<file path="config.mk">
export PLATFORM = sky130hd
export DESIGN_NAME = bss_top
export DESIGN_NICKNAME = d
export VERILOG_FILES = /design/src/design/bss_pkg.sv /design/src/design/bss_top.sv
export SDC_FILE = /design/constraint.sdc
export NUM_CORES = 1
export LEC_CHECK = 0
export ABC_CLOCK_PERIOD_IN_PS = 2300
export BUFFER_PORTS_ARGS = -buffer_cell sky130_fd_sc_hd__buf_4
export CORE_MARGIN = 2
export CORE_UTILIZATION = 30
export CTS_CLUSTER_DIAMETER = 40
export DETAILED_ROUTE_END_ITERATION = 10
export SKIP_LAST_GASP = 1
export SYNTH_ARGS = -nofsm -noshare
export SYNTH_HDL_FRONTEND = slang
export SYNTH_SLANG_ARGS = --single-unit
</file>
<file path="constraint.sdc">
create_clock -name core_clk -period 2.3 [get_ports core_clk]
set_input_delay 0.46 -clock core_clk [delete_from_list [all_inputs] [get_ports core_clk]]
set_output_delay 0.46 -clock core_clk [all_outputs]
set_load 0.005 [all_outputs]
</file>
<file path="src/design/bss_pkg.sv">
// constants, register map and state codes of the backup supply sequencer
package bss_pkg;

	// ==========================================================
	// register map
	localparam logic [3:0] OFF_CONTROL = 4'h0;
	localparam logic [3:0] OFF_MODE    = 4'h4;
	localparam logic [3:0] OFF_STATUS  = 4'h8;

	// control register command bits, single shot
	localparam int BIT_SHUTDOWN     = 0;
	localparam int BIT_SHUTDOWN_EOF = 1;
	localparam int BIT_REG_OFF      = 2;

	// mode register fields
	localparam int BIT_BOD_RST_EN   = 0;
	localparam int BIT_LOSS_RST_EN  = 1;
	localparam int BIT_REG_MODE     = 2;
	localparam int BIT_REG_DEEP     = 3;
	localparam int BIT_SRAM_RETAIN  = 4;
	localparam int POS_VSEL         = 8;
	localparam int VSEL_W           = 4;

	// status register fields
	localparam int BIT_FIRST_PWRUP  = 0;
	localparam int BIT_LOSS_FLAG    = 1;
	localparam int BIT_BACKUP_MODE  = 2;
	localparam int POS_STATE        = 4;

	// mode register reset values
	localparam logic              RST_BOD_EN  = 1'b0;
	localparam logic              RST_LOSS_EN = 1'b0;
	localparam logic              RST_MODE    = 1'b0;
	localparam logic              RST_DEEP    = 1'b0;
	localparam logic              RST_RETAIN  = 1'b0;
	localparam logic [VSEL_W-1:0] RST_VSEL    = 4'h0;

	// ==========================================================
	// timing counts in slow clock cycles
	localparam logic [4:0] DEBOUNCE_CYCLES = 5'h1e;
	localparam logic [1:0] CORE_HOLD_CYCLES = 2'h2;
	localparam logic [1:0] LOSS_LOW_CYCLES  = 2'h2;

	// ==========================================================
	// sequencer states
	typedef enum logic [3:0] {
		ST_DEBOUNCE = 4'h0,
		ST_OFF      = 4'h1,
		ST_POWERUP  = 4'h2,
		ST_RUN      = 4'h3,
		ST_SD_CORE  = 4'h4,
		ST_SD_REG   = 4'h5,
		ST_SD_EOF   = 4'h6,
		ST_SD_DISP  = 4'h7,
		ST_SD_PUMP  = 4'h8,
		ST_SD_FLASH = 4'h9,
		ST_SD_SRAM  = 4'ha,
		ST_SD_TKRST = 4'hb,
		ST_SD_CLK   = 4'hc,
		ST_ROFF_RST = 4'hd,
		ST_ROFF_STP = 4'he,
		ST_BACKUP   = 4'hf
	} bss_state_t;

endpackage

</file>
<file path="src/design/bss_top.sv">
// backup supply sequencer: power-up, core reset, shutdown, backup mode
`timescale 1ns/1ns
`default_nettype none

module bss_top #(
	parameter int DATA_W = 32
) (
	input  wire logic                       core_clk,
	input  wire logic                       rst,
	input  wire logic                       backup_reset_pin_n,
	input  wire logic                       force_wakeup_pin,
	input  wire logic                       regulator_good,
	input  wire logic                       brownout_detect,
	input  wire logic                       frame_end_strobe,
	input  wire logic                       charge_pump_active,
	input  wire logic                       wake_request,
	input  wire logic [3:0]                 addr,
	input  wire logic [DATA_W-1:0]          wr_data,
	input  wire logic                       wr_en,
	input  wire logic                       rd_en,
	output logic      [DATA_W-1:0]          rd_data,
	output logic                            backup_hold,
	output logic                            regulator_enable,
	output logic                            regulator_deep,
	output logic      [bss_pkg::VSEL_W-1:0] regulator_vsel,
	output logic                            core_reset_n,
	output logic                            processor_stop,
	output logic                            display_reset_n,
	output logic                            charge_pump_off,
	output logic                            flash_power,
	output logic                            flash_reset_n,
	output logic                            sram_power,
	output logic                            timekeeping_reset_n,
	output logic                            clock_power
);
	import bss_pkg::*;

	// ==========================================================
	// reset: asynchronous assert, synchronous release
	logic       arst_w;
	logic [1:0] rsync_r;
	logic       sys_rst_w;

	// pin or power-on reset acts at once
	assign arst_w    = rst | ~backup_reset_pin_n;
	assign sys_rst_w = ~rsync_r[1];

	// release shifted in on the slow clock
	always_ff @(posedge core_clk or posedge arst_w) begin
		if (arst_w) begin
			rsync_r <= 2'h0;
		end else begin
			rsync_r <= {rsync_r[0], 1'b1};
		end
	end

	// ==========================================================
	// pin synchronisers
	logic [5:0] pin_raw_w;
	logic [5:0] sync1_r;
	logic [5:0] sync2_r;
	logic       fw_low_w;
	logic       good_s;
	logic       bod_s;
	logic       eof_s;
	logic       pump_s;
	logic       wake_s;

	assign pin_raw_w = {wake_request, charge_pump_active, frame_end_strobe,
		brownout_detect, regulator_good, force_wakeup_pin};

	// two stages per pin
	always_ff @(posedge core_clk or posedge sys_rst_w) begin
		if (sys_rst_w) begin
			sync1_r <= 6'h01;
			sync2_r <= 6'h01;
		end else begin
			sync1_r <= pin_raw_w;
			sync2_r <= sync1_r;
		end
	end

	assign fw_low_w = ~sync2_r[0]; // pin is active low
	assign good_s   = sync2_r[1];
	assign bod_s    = sync2_r[2];
	assign eof_s    = sync2_r[3];
	assign pump_s   = sync2_r[4];
	assign wake_s   = sync2_r[5];

	// ==========================================================
	// register bus decode
	logic wr_ctrl_w;
	logic wr_mode_w;
	logic rd_stat_w;

	assign wr_ctrl_w = wr_en && (addr == OFF_CONTROL);
	assign wr_mode_w = wr_en && (addr == OFF_MODE);
	assign rd_stat_w = rd_en && (addr == OFF_STATUS);

	// mode register
	logic              bod_en_r;
	logic              loss_en_r;
	logic              reg_mode_r;
	logic              reg_deep_r;
	logic              retain_r;
	logic [VSEL_W-1:0] vsel_r;

	always_ff @(posedge core_clk or posedge sys_rst_w) begin
		if (sys_rst_w) begin
			bod_en_r   <= RST_BOD_EN;
			loss_en_r  <= RST_LOSS_EN;
			reg_mode_r <= RST_MODE;
			reg_deep_r <= RST_DEEP;
			retain_r   <= RST_RETAIN;
			vsel_r     <= RST_VSEL;
		end else if (wr_mode_w) begin
			bod_en_r   <= wr_data[BIT_BOD_RST_EN];
			loss_en_r  <= wr_data[BIT_LOSS_RST_EN];
			reg_mode_r <= wr_data[BIT_REG_MODE];
			reg_deep_r <= wr_data[BIT_REG_DEEP];
			retain_r   <= wr_data[BIT_SRAM_RETAIN];
			vsel_r     <= wr_data[POS_VSEL +: VSEL_W];
		end
	end

	// command stage, one pulse per write
	logic       cmd_sd_r;
	logic       cmd_eof_r;
	logic       cmd_roff_r;

	always_ff @(posedge core_clk or posedge sys_rst_w) begin
		if (sys_rst_w) begin
			cmd_sd_r   <= 1'b0;
			cmd_eof_r  <= 1'b0;
			cmd_roff_r <= 1'b0;
		end else begin
			cmd_sd_r   <= wr_ctrl_w && wr_data[BIT_SHUTDOWN];
			cmd_eof_r  <= wr_ctrl_w && wr_data[BIT_SHUTDOWN_EOF];
			cmd_roff_r <= wr_ctrl_w && wr_data[BIT_REG_OFF];
		end
	end

	// ==========================================================
	// sequencer
	bss_state_t state_r;
	bss_state_t state_nxt;
	logic [4:0] deb_cnt_r;
	logic       good_prev_r;
	logic       sd_eof_r;
	logic       deb_done_w;

	assign deb_done_w = (deb_cnt_r == DEBOUNCE_CYCLES - 5'h01);

	// state decision
	always_comb begin
		state_nxt = state_r;
		unique case (state_r)
			ST_DEBOUNCE: begin
				if (deb_done_w) begin
					state_nxt = fw_low_w ? ST_POWERUP : ST_OFF;
				end
			end
			ST_OFF:      state_nxt = ST_OFF;
			// good seen in two samples in a row
			ST_POWERUP: begin
				if (good_s && good_prev_r) begin
					state_nxt = ST_RUN;
				end
			end
			ST_RUN: begin
				if (cmd_sd_r || cmd_eof_r) begin
					state_nxt = ST_SD_CORE;
				end else if (cmd_roff_r) begin
					state_nxt = ST_ROFF_RST;
				end
			end
			ST_SD_CORE:  state_nxt = ST_SD_REG;
			ST_SD_REG: begin
				if (!pump_s) begin
					state_nxt = ST_SD_FLASH;
				end else begin
					state_nxt = sd_eof_r ? ST_SD_EOF : ST_SD_DISP;
				end
			end
			ST_SD_EOF: begin
				if (eof_s) begin
					state_nxt = ST_SD_DISP;
				end
			end
			ST_SD_DISP:  state_nxt = ST_SD_PUMP;
			ST_SD_PUMP:  state_nxt = ST_SD_FLASH;
			ST_SD_FLASH: state_nxt = ST_SD_SRAM;
			ST_SD_SRAM:  state_nxt = ST_SD_TKRST;
			ST_SD_TKRST: state_nxt = ST_SD_CLK;
			ST_SD_CLK:   state_nxt = ST_OFF;
			// one stop cycle before supply off
			ST_ROFF_RST: state_nxt = ST_ROFF_STP;
			ST_ROFF_STP: state_nxt = ST_BACKUP;
			ST_BACKUP: begin
				if (wake_s) begin
					state_nxt = ST_POWERUP;
				end
			end
		endcase
	end

	// every reset restarts at the debounce
	always_ff @(posedge core_clk or posedge sys_rst_w) begin
		if (sys_rst_w) begin
			state_r     <= ST_DEBOUNCE;
			deb_cnt_r   <= 5'h00;
			good_prev_r <= 1'b0;
			sd_eof_r    <= 1'b0;
		end else begin
			state_r     <= state_nxt;
			deb_cnt_r   <= deb_done_w ? deb_cnt_r : deb_cnt_r + 5'h01;
			good_prev_r <= good_s;
			sd_eof_r    <= (state_r == ST_RUN) ? cmd_eof_r : sd_eof_r;
		end
	end

	// ==========================================================
	// brownout and regulation loss core reset
	logic       loss_arm_w;
	logic       bod_trig_w;
	logic       loss_trig_w;
	logic [1:0] low_cnt_r;
	logic [1:0] hold_r;
	logic [1:0] hold_nxt;
	logic       loss_act_r;
	logic       loss_act_nxt;

	// armed in normal mode with regulator on, never deep
	assign loss_arm_w  = (state_r == ST_RUN) && loss_en_r && !reg_mode_r
		&& !reg_deep_r;
	assign loss_trig_w = loss_arm_w && !good_s
		&& (low_cnt_r == LOSS_LOW_CYCLES - 2'h1);
	assign bod_trig_w  = (state_r == ST_RUN) && bod_en_r && bod_s;
	// two cycles at least, after a loss trigger longer while good low
	assign hold_nxt     = (bod_trig_w || loss_trig_w) ? CORE_HOLD_CYCLES :
		(hold_r != 2'h0) ? hold_r - 2'h1 : 2'h0;
	assign loss_act_nxt = loss_trig_w | (loss_act_r & ~good_s);

	always_ff @(posedge core_clk or posedge sys_rst_w) begin
		if (sys_rst_w) begin
			low_cnt_r  <= 2'h0;
			hold_r     <= 2'h0;
			loss_act_r <= 1'b0;
		end else begin
			low_cnt_r  <= (loss_arm_w && !good_s && low_cnt_r != 2'h3) ?
				low_cnt_r + 2'h1 : (good_s ? 2'h0 : low_cnt_r);
			hold_r     <= hold_nxt;
			loss_act_r <= loss_act_nxt;
		end
	end

	// ==========================================================
	// status flags, set wins over read clear
	logic first_powerup_flag_set_w;
	logic first_flag_r;
	logic loss_flag_r;

	// first power-up only on the debounce path
	assign first_powerup_flag_set_w = (state_r == ST_DEBOUNCE) && (state_nxt == ST_POWERUP);

	always_ff @(posedge core_clk or posedge sys_rst_w) begin
		if (sys_rst_w) begin
			first_flag_r <= 1'b0;
			loss_flag_r  <= 1'b0;
		end else begin
			first_flag_r <= first_powerup_flag_set_w | (first_flag_r & ~rd_stat_w);
			loss_flag_r  <= loss_trig_w | (loss_flag_r & ~rd_stat_w);
		end
	end

	// ==========================================================
	// read data, valid only in the cycle after the strobe
	logic [DATA_W-1:0] status_w;
	logic [DATA_W-1:0] mode_w;
	logic [DATA_W-1:0] rd_mux_w;

	always_comb begin
		status_w = '0;
		status_w[BIT_FIRST_PWRUP] = first_flag_r;
		status_w[BIT_LOSS_FLAG]   = loss_flag_r;
		status_w[BIT_BACKUP_MODE] = (state_r == ST_BACKUP);
		status_w[POS_STATE +: 4]  = state_r;
		mode_w = '0;
		mode_w[BIT_BOD_RST_EN]    = bod_en_r;
		mode_w[BIT_LOSS_RST_EN]   = loss_en_r;
		mode_w[BIT_REG_MODE]      = reg_mode_r;
		mode_w[BIT_REG_DEEP]      = reg_deep_r;
		mode_w[BIT_SRAM_RETAIN]   = retain_r;
		mode_w[POS_VSEL +: VSEL_W] = vsel_r;
	end

	// control reads as zero, like unmapped space
	assign rd_mux_w = !rd_en ? '0 :
		(addr == OFF_STATUS) ? status_w :
		(addr == OFF_MODE) ? mode_w : '0;

	// ==========================================================
	// output decode from the next state
	logic reg_on_w;
	logic flash_on_w;
	logic sram_on_w;
	logic core_run_w;

	// regulator, flash and SRAM rise with backup hold and fall before it
	assign reg_on_w   = state_nxt inside {ST_POWERUP, ST_RUN, ST_SD_CORE,
		ST_ROFF_RST, ST_ROFF_STP};
	assign flash_on_w = reg_on_w || (state_nxt inside {ST_SD_REG,
		ST_SD_EOF, ST_SD_DISP, ST_SD_PUMP});
	// SRAM on with core; backup follows retain bit
	assign sram_on_w  = flash_on_w || (state_nxt == ST_SD_FLASH)
		|| (state_nxt == ST_BACKUP && retain_r);
	// core reset low outside run and while holding
	assign core_run_w = (state_nxt == ST_RUN) && (hold_nxt == 2'h0)
		&& !loss_act_nxt;

	always_ff @(posedge core_clk or posedge sys_rst_w) begin
		if (sys_rst_w) begin
			rd_data             <= '0;
			backup_hold         <= 1'b0;
			regulator_enable    <= 1'b0;
			regulator_deep      <= 1'b0;
			regulator_vsel      <= RST_VSEL;
			core_reset_n        <= 1'b0;
			processor_stop      <= 1'b0;
			display_reset_n     <= 1'b0;
			charge_pump_off     <= 1'b0;
			flash_power         <= 1'b0;
			flash_reset_n       <= 1'b0;
			sram_power          <= 1'b0;
			timekeeping_reset_n <= 1'b0;
			clock_power         <= 1'b0;
		end else begin
			rd_data             <= rd_mux_w;
			backup_hold         <= !(state_nxt inside {ST_OFF, ST_DEBOUNCE});
			regulator_enable    <= reg_on_w;
			// deep mode only while regulator on
			regulator_deep      <= reg_on_w && reg_deep_r;
			regulator_vsel      <= vsel_r;
			core_reset_n        <= core_run_w;
			processor_stop      <= state_nxt inside {ST_ROFF_STP, ST_BACKUP};
			display_reset_n     <= !(state_nxt inside {ST_SD_DISP,
				ST_SD_PUMP, ST_SD_FLASH, ST_SD_SRAM, ST_SD_TKRST,
				ST_SD_CLK, ST_OFF, ST_DEBOUNCE});
			charge_pump_off     <= state_nxt inside {ST_SD_PUMP,
				ST_SD_FLASH, ST_SD_SRAM, ST_SD_TKRST, ST_SD_CLK, ST_OFF};
			flash_power         <= flash_on_w;
			flash_reset_n       <= flash_on_w;
			sram_power          <= sram_on_w;
			timekeeping_reset_n <= !(state_nxt inside {ST_SD_TKRST,
				ST_SD_CLK, ST_OFF, ST_DEBOUNCE});
			clock_power         <= !(state_nxt inside {ST_SD_CLK, ST_OFF,
				ST_DEBOUNCE});
		end
	end
endmodule

`default_nettype wire

</file>
**Word-level counts from Yosys, hierarchy flattened**

Cells that the tools add are included.

- Word-level logic and storage cells: 147
- Input bits: 47
- Output and inout bits: 48
- Flip-flop bits (word level): 71

- Reduce and logical (&&, ||, !) cells: 48
- Eq/ne operators: 35
- Bitwise operators: 10
- Muxes and demuxes: 17
- Add/subtract/negate cells: 3

Operator list:

| cell | number |
|---|---|
| $eq A4 B4 Y1 const B | 17 |
| $pmux W4 S15 | 1 |
| $eq A4 B3 Y1 const B | 9 |
| $mux W12 | 3 |
| $mux W4 | 7 |
| $logic_and A1 B1 Y1 | 20 |
| $eq A4 B2 Y1 const B | 4 |
| $logic_not A4 Y1 | 3 |
| $mux W2 | 5 |
| $eq A4 B1 Y1 const B | 2 |
| $logic_not A1 Y1 | 8 |
| $reduce_bool A2 Y1 | 4 |
| $reduce_bool A4 Y1 | 2 |
| $reduce_bool A8 Y1 | 1 |
| $reduce_bool A6 Y1 | 1 |
| $add A5 B1 Y5 const B | 1 |
| $eq A5 B5 Y1 const B | 1 |
| $logic_or A1 B1 Y1 | 5 |
| $reduce_bool A5 Y1 | 1 |
| $or A1 B1 Y1 | 4 |
| $and A1 B1 Y1 | 3 |
| $not A1 Y1 | 3 |
| $reduce_bool A3 Y1 | 1 |
| $add A2 B1 Y2 const B | 1 |
| 6 further kinds | 6 |

**Longest topological paths before layout**

- Depth in word-level cells: 11
- Gate-level depth with buffers: 9
- Gate-level depth less buffers: 8

**Worst setup path before layout**

No wires, ideal clock.

- Path type: register to register
- From: reg state_r[3]
- To: reg sram_power
- Required time: 2.228 ns
- Slack: 0.205 ns
- Stages on the path, launching flop included: 8
- Library setup time: 0.072 ns
- Buffers on the path: 1
- Clock period less this slack: 2.095 ns
- Arrival time: 2.023 ns
- Cells stage by stage: dfrtp_1 -> buf_6 -> or4_4 -> a21oi_2 -> a311oi_2 -> or4_4 -> and2_1 -> nand4_1

- Word-level cells in the longest chain between the ends: 8
- Elaborated cells on any way between the ends: 41

Ends and longest elaborated chain:

| element | line | RTL |
|---|---|---|
| from (decl) | bss_top.sv:145 | `bss_state_t state_r;` |
| from (signal assigned) | bss_top.sv:215 | `state_r <= state_nxt;` |
| $eq A4 B4 Y1 / $eq A4 B1 Y1 (equally long branches) | bss_top.sv:157 | `unique case (state_r)` |
| $reduce_or A2 Y1 (no source line) | n/a |  |
| $pmux W4 S15 (*) | bss_top.sv:157 |  |
| via state_nxt[2] | bss_top.sv:146 | `bss_state_t state_nxt;` |
| $eq A4 B2 Y1, or another cell as far along | bss_top.sv:310 | `assign reg_on_w = state_nxt inside {ST_POWERUP, ST_RUN, ST_SD_CORE,` |
| $reduce_bool A5 Y1 / $reduce_bool A4 Y1 (equally long branches) | bss_top.sv:310, bss_top.sv:312 |  |
| $logic_or A1 B1 Y1 | bss_top.sv:312 | `assign flash_on_w = reg_on_w \|\| (state_nxt inside {ST_SD_REG,` |
| $logic_or A1 B1 Y1 | bss_top.sv:315 | `assign sram_on_w = flash_on_w \|\| (state_nxt == ST_SD_FLASH)` |
| $logic_or A1 B1 Y1 (*) | bss_top.sv:316 | `\|\| (state_nxt == ST_BACKUP && retain_r);` |
| via sram_on_w | bss_top.sv:306 | `logic sram_on_w;` |
| to (signal assigned) | bss_top.sv:353 | `sram_power <= sram_on_w;` |
| to (decl) | bss_top.sv:32 | `output logic sram_power,` |

The timed path passes the listed nets; every way through them passes the cells marked *.
A chain may end at the register's enable or synchronous reset.

**Worst setup path in the final report**

- From: reg cmd_eof_r
- To: reg regulator_deep

- Word-level cells in the longest chain between the ends: 6
- Elaborated cells on any way between the ends: 10

Ends and longest elaborated chain:

| element | line | RTL |
|---|---|---|
| from (decl) | bss_top.sv:128 | `logic cmd_eof_r;` |
| from (signal assigned) | bss_top.sv:138 | `cmd_eof_r <= wr_ctrl_w && wr_data[BIT_SHUTDOWN_EOF];` |
| $logic_or A1 B1 Y1 (*) | bss_top.sv:171 | `if (cmd_sd_r \|\| cmd_eof_r) begin` |
| $mux W4 (*) | bss_top.sv:171 |  |
| $pmux W4 S15 (*) | bss_top.sv:157 |  |
| via state_nxt[2] | bss_top.sv:146 |  |
| $eq A4 B2 Y1, or another cell as far along | bss_top.sv:310 |  |
| $reduce_bool A5 Y1 (*) | bss_top.sv:310 |  |
| via reg_on_w | bss_top.sv:304 | `logic reg_on_w;` |
| $logic_and A1 B1 Y1 (*) | bss_top.sv:342 | `regulator_deep <= reg_on_w && reg_deep_r;` |
| to (signal assigned) | bss_top.sv:342 |  |
| to (decl) | bss_top.sv:24 | `output logic regulator_deep,` |

Marked as above.

==> results summary <==
The share of async-settable or async-resettable flops after synthesis came out at 100.0%. The diode insertion count for antenna repair is 0. The average wire per standard cell is 12.70 µm. The sequential cell area fraction in the yosys report came out at roughly three fifths. The root buffer cell chosen for the clock tree is sky130_fd_sc_hd__clkbuf_8.

Summing all non-filler instances in the final layout gives an area of 3701 µm². The setup slack of the worst register-to-register path is 230 ps. The floorplan row count is 35. The die outline height is 102.6 µm.

The warning count from the yosys run is 0. The first global-routing pass estimated about 9500 µm of wire. After the last flow step, the layout net total stands at 360. The initial antenna violation count was 0.

The core area is 9328 µm². The clock latency at the later pin of the worst-skew pair came out at 340 ps. The vias per cell is between 4 and 5.

The total number of H-tree levels is 3. The final core area utilization came out at about two fifths. The unique cell type count in the Yosys netlist came out at 49. The startpoint type of the worst setup path is a register. The worst register-to-register path ends at regulator_deep.

On the final layout, the worst clock skew is 7.995 ps. The number of global-route vias before repair came out at 2,011. In this run the cell area of the synthesized design comes to between 2000 and 3000 µm². In this run the worst path has a maximum fanout of 5. The overflow left after global routing is 0. The capturing element type of the critical path is a register. The total setup violations reported at the end of the flow came out at 0. The smallest clock period supported by the final layout is computed as 2067 ps.

The count of state elements after synthesis came out at 71. The data arrival time at the worst-slack endpoint came out at 2360 ps. Leaving out fill and tap cells, the most frequent cell in the layout is sky130_fd_sc_hd__dfrtp_1.

The register clock-pin slew on the reported worst setup and hold paths came out at ~80 ps. TritonCTS built the clock tree. The accumulated negative setup slack came out at 0 ps. During placement, the flow inserted port buffers numbering 51. In this run the cell area measured after placement is between 3000 and 4000 µm². The minimum setup slack in the final design is approximately 230 ps.

The leakage component of the power is 1.781 nW. The final number of max-transition violations was 0. The number of violations of the max-capacitance limit came out at 0. The number of buffers added to fix hold violations after cts is 0. The maximum buffer depth of the clock tree came out at 2. The clock drives 71 sinks.

Entering global routing, the biggest net connects 57 pins. The post-route fraction of the period consumed by the critical path is between 80% and 90%. Detailed routing inserted a total of 1,934 vias. The effective utilization at floorplan is a little under a third. The average cell area after synthesis came out at 12.06 µm².

The worst register-to-register path begins at cmd_eof_r. The HPWL after detailed placement is roughly 4100 µm. For this run, design rule violations remaining after detail routing come to 0.

OpenSTA, run right after detailed placement, puts the worst setup slack at approximately 220 ps. The most used flip-flop cell after synthesis is sky130_fd_sc_hd__dfrtp_1. Across every metal layer, demand over resource in global routing totals roughly an eighth.

Measured along the x axis, the die boundary spans 102.6 µm. Counting cells, the worst reg-to-reg path comes to 6. Setup repair after global routing left no endpoint under its margin.

Static timing analysis puts the maximum clock frequency at 0.4838 GHz. In this run the count of I/O pins placed on the die edge is 95. Summed over all layers, the routed wires come to 5626 µm.

The required time at the endpoint of the critical path came out at 2590 ps. The synthesized design contains 0 enable-type register cells. The post-synthesis to final-layout area growth is 26.84%. VDD sags by at most about 0.53 mV. The full die area is 10,530 µm². In the final layout, the share of cells above drive strength 1 is 32.17%.

The number of CTS-inserted buffers came out at 9. The violation count after the first detailed-route iteration came out at 105. The first detailed-routing pass took 5 iterations. The kind of critical path is register to register. The run finished with clean final reports. Synthesis produced 242 cells. At the end of routability-driven placement, the weighted congestion stood at 0.8560. The top cell types in the final layout, fill and taps aside, are sky130_fd_sc_hd__dfrtp_1, sky130_fd_sc_hd__buf_4, sky130_fd_sc_hd__conb_1. The worst hold path belongs to the class primary input to async pin. The total count of hold-check failures in the final report is 0. The power density normalized to cell area is roughly 1100 nW/µm².

The post-route antenna net violation count came out at 0.
## per-layer routing
layer / part of all wire (%) / global-route usage (%) / up-vias
met5: 0 / 0 / -
met4: 1.9 / 4.615 / 0
met3: 9.0 / 5.966 / 7
met2: 46 / 18.15 / 68
met1: 43 / 15.02 / 935
li1: - / - / 924
## metrics by stage
| stage | cells | power, mW | hold slack, ps |
|---|---|---|---|
| CTS | 443 | 3.967 | 9.029 |
| global route | 443 | 4.191 | 19.27 |
| global placement | 427 | 2.722 | 165.1 |
| finish | 443 | 3.928 | 18.83 |
| floorplan | 261 | 2.315 | 263.1 |
| detailed placement | 427 | 2.748 | 165.9 |
## timing repair
| action | in CTS | in global routing |
|---|---|---|
| gates resized for setup | 0 | 1 |
| buffers inserted | 0 | 0 |
| setup endpoints to repair | 0 | 1 |
## synth_stat cells (all sizes together) (4+ instances only)
cell type / number / area share, %
a21oi: 11 / 2.0
a22o: 4 / 1.2
and2: 16 / 3.4
buf: 26 / 6.5
dfrtp: 69 / 59
ha: 4 / 1.7
inv: 10 / 1.3
mux2: 10 / 3.9
nand2: 11 / 1.4
nand2b: 6 / 1.3
nand3: 8 / 1.4
nor2: 7 / 0.90
nor2b: 4 / 0.86
nor3: 6 / 1.0
o21ai: 5 / 0.86
## state kept, by name, indices dropped and copies added, names as in the netlist, 2 cells and up
name / count
rd_data: 12
vsel_r: 4
regulator_vsel: 4
state_r: 4
hold_r: 2
sync1_r: 6
deb_cnt_r: 5
sync2_r: 6
low_cnt_r: 2
rsync_r: 2
## worst max-delay path, stage by stage (launching register included)
cell and delay (ps):
sky130_fd_sc_hd__dfrtp_1 430, sky130_fd_sc_hd__or4_4 540, sky130_fd_sc_hd__a21oi_2 160, sky130_fd_sc_hd__a311oi_2 60
sky130_fd_sc_hd__or4_4 580, sky130_fd_sc_hd__nand3_1 120, sky130_fd_sc_hd__and2_1 130
## logic make-up (layout without fill, tap and decap cells)
group | after synthesis | after routing | share of synthesized area (%)
and+or+nand+nor | 75 | 75 | 14.71
DFF | 71 | 71 | 60.98
AOI/OAI and AO/OA | 38 | 38 | 9.220
buffers and inverters | 38 | 91 | 8.019
muxes | 11 | 11 | 4.202
adders and majority gates | 4 | 4 | 1.715
xor gates and xnor gates | 3 | 3 | 0.9007
other | 2 | 21 | 0.2574
## power by group
part / switching [mW] / leakage [nW] / total (mW) / internal (mW)
Clock: 0.481 / 0.120 / 1.20 / 0.724
Combinational: 0.532 / 0.786 / 1.10 / 0.568
Sequential: 0.159 / 0.875 / 1.62 / 1.46
## final cells by class
| type | count | area [µm²] |
|---|---|---|
| sequential | 71 | 1782 |
| inverter | 10 | 37.54 |
| timing repair buffer | 65 | 500.5 |
| fill | 921 | 5627 |
| tap | 129 | 161.4 |
| multi-input combinational | 152 | 975.9 |
| clock buffer | 9 | 123.9 |
| clock inverter | 7 | 120.1 |
## worst max path at each step
stage / start / to / cells past startpoint / slack (ps)
floorplan: rsync_r[1] / backup_hold / 0 / 180
global placement: state_r[1] / sram_power / 6 / 220
detailed placement: state_r[1] / sram_power / 6 / 220
CTS: state_r[1] / sram_power / 6 / 200
global route: state_r[3] / sram_power / 7 / 60
finish: cmd_eof_r / regulator_deep / 6 / 230
Note: power is estimated with default switching activity, not from simulation.
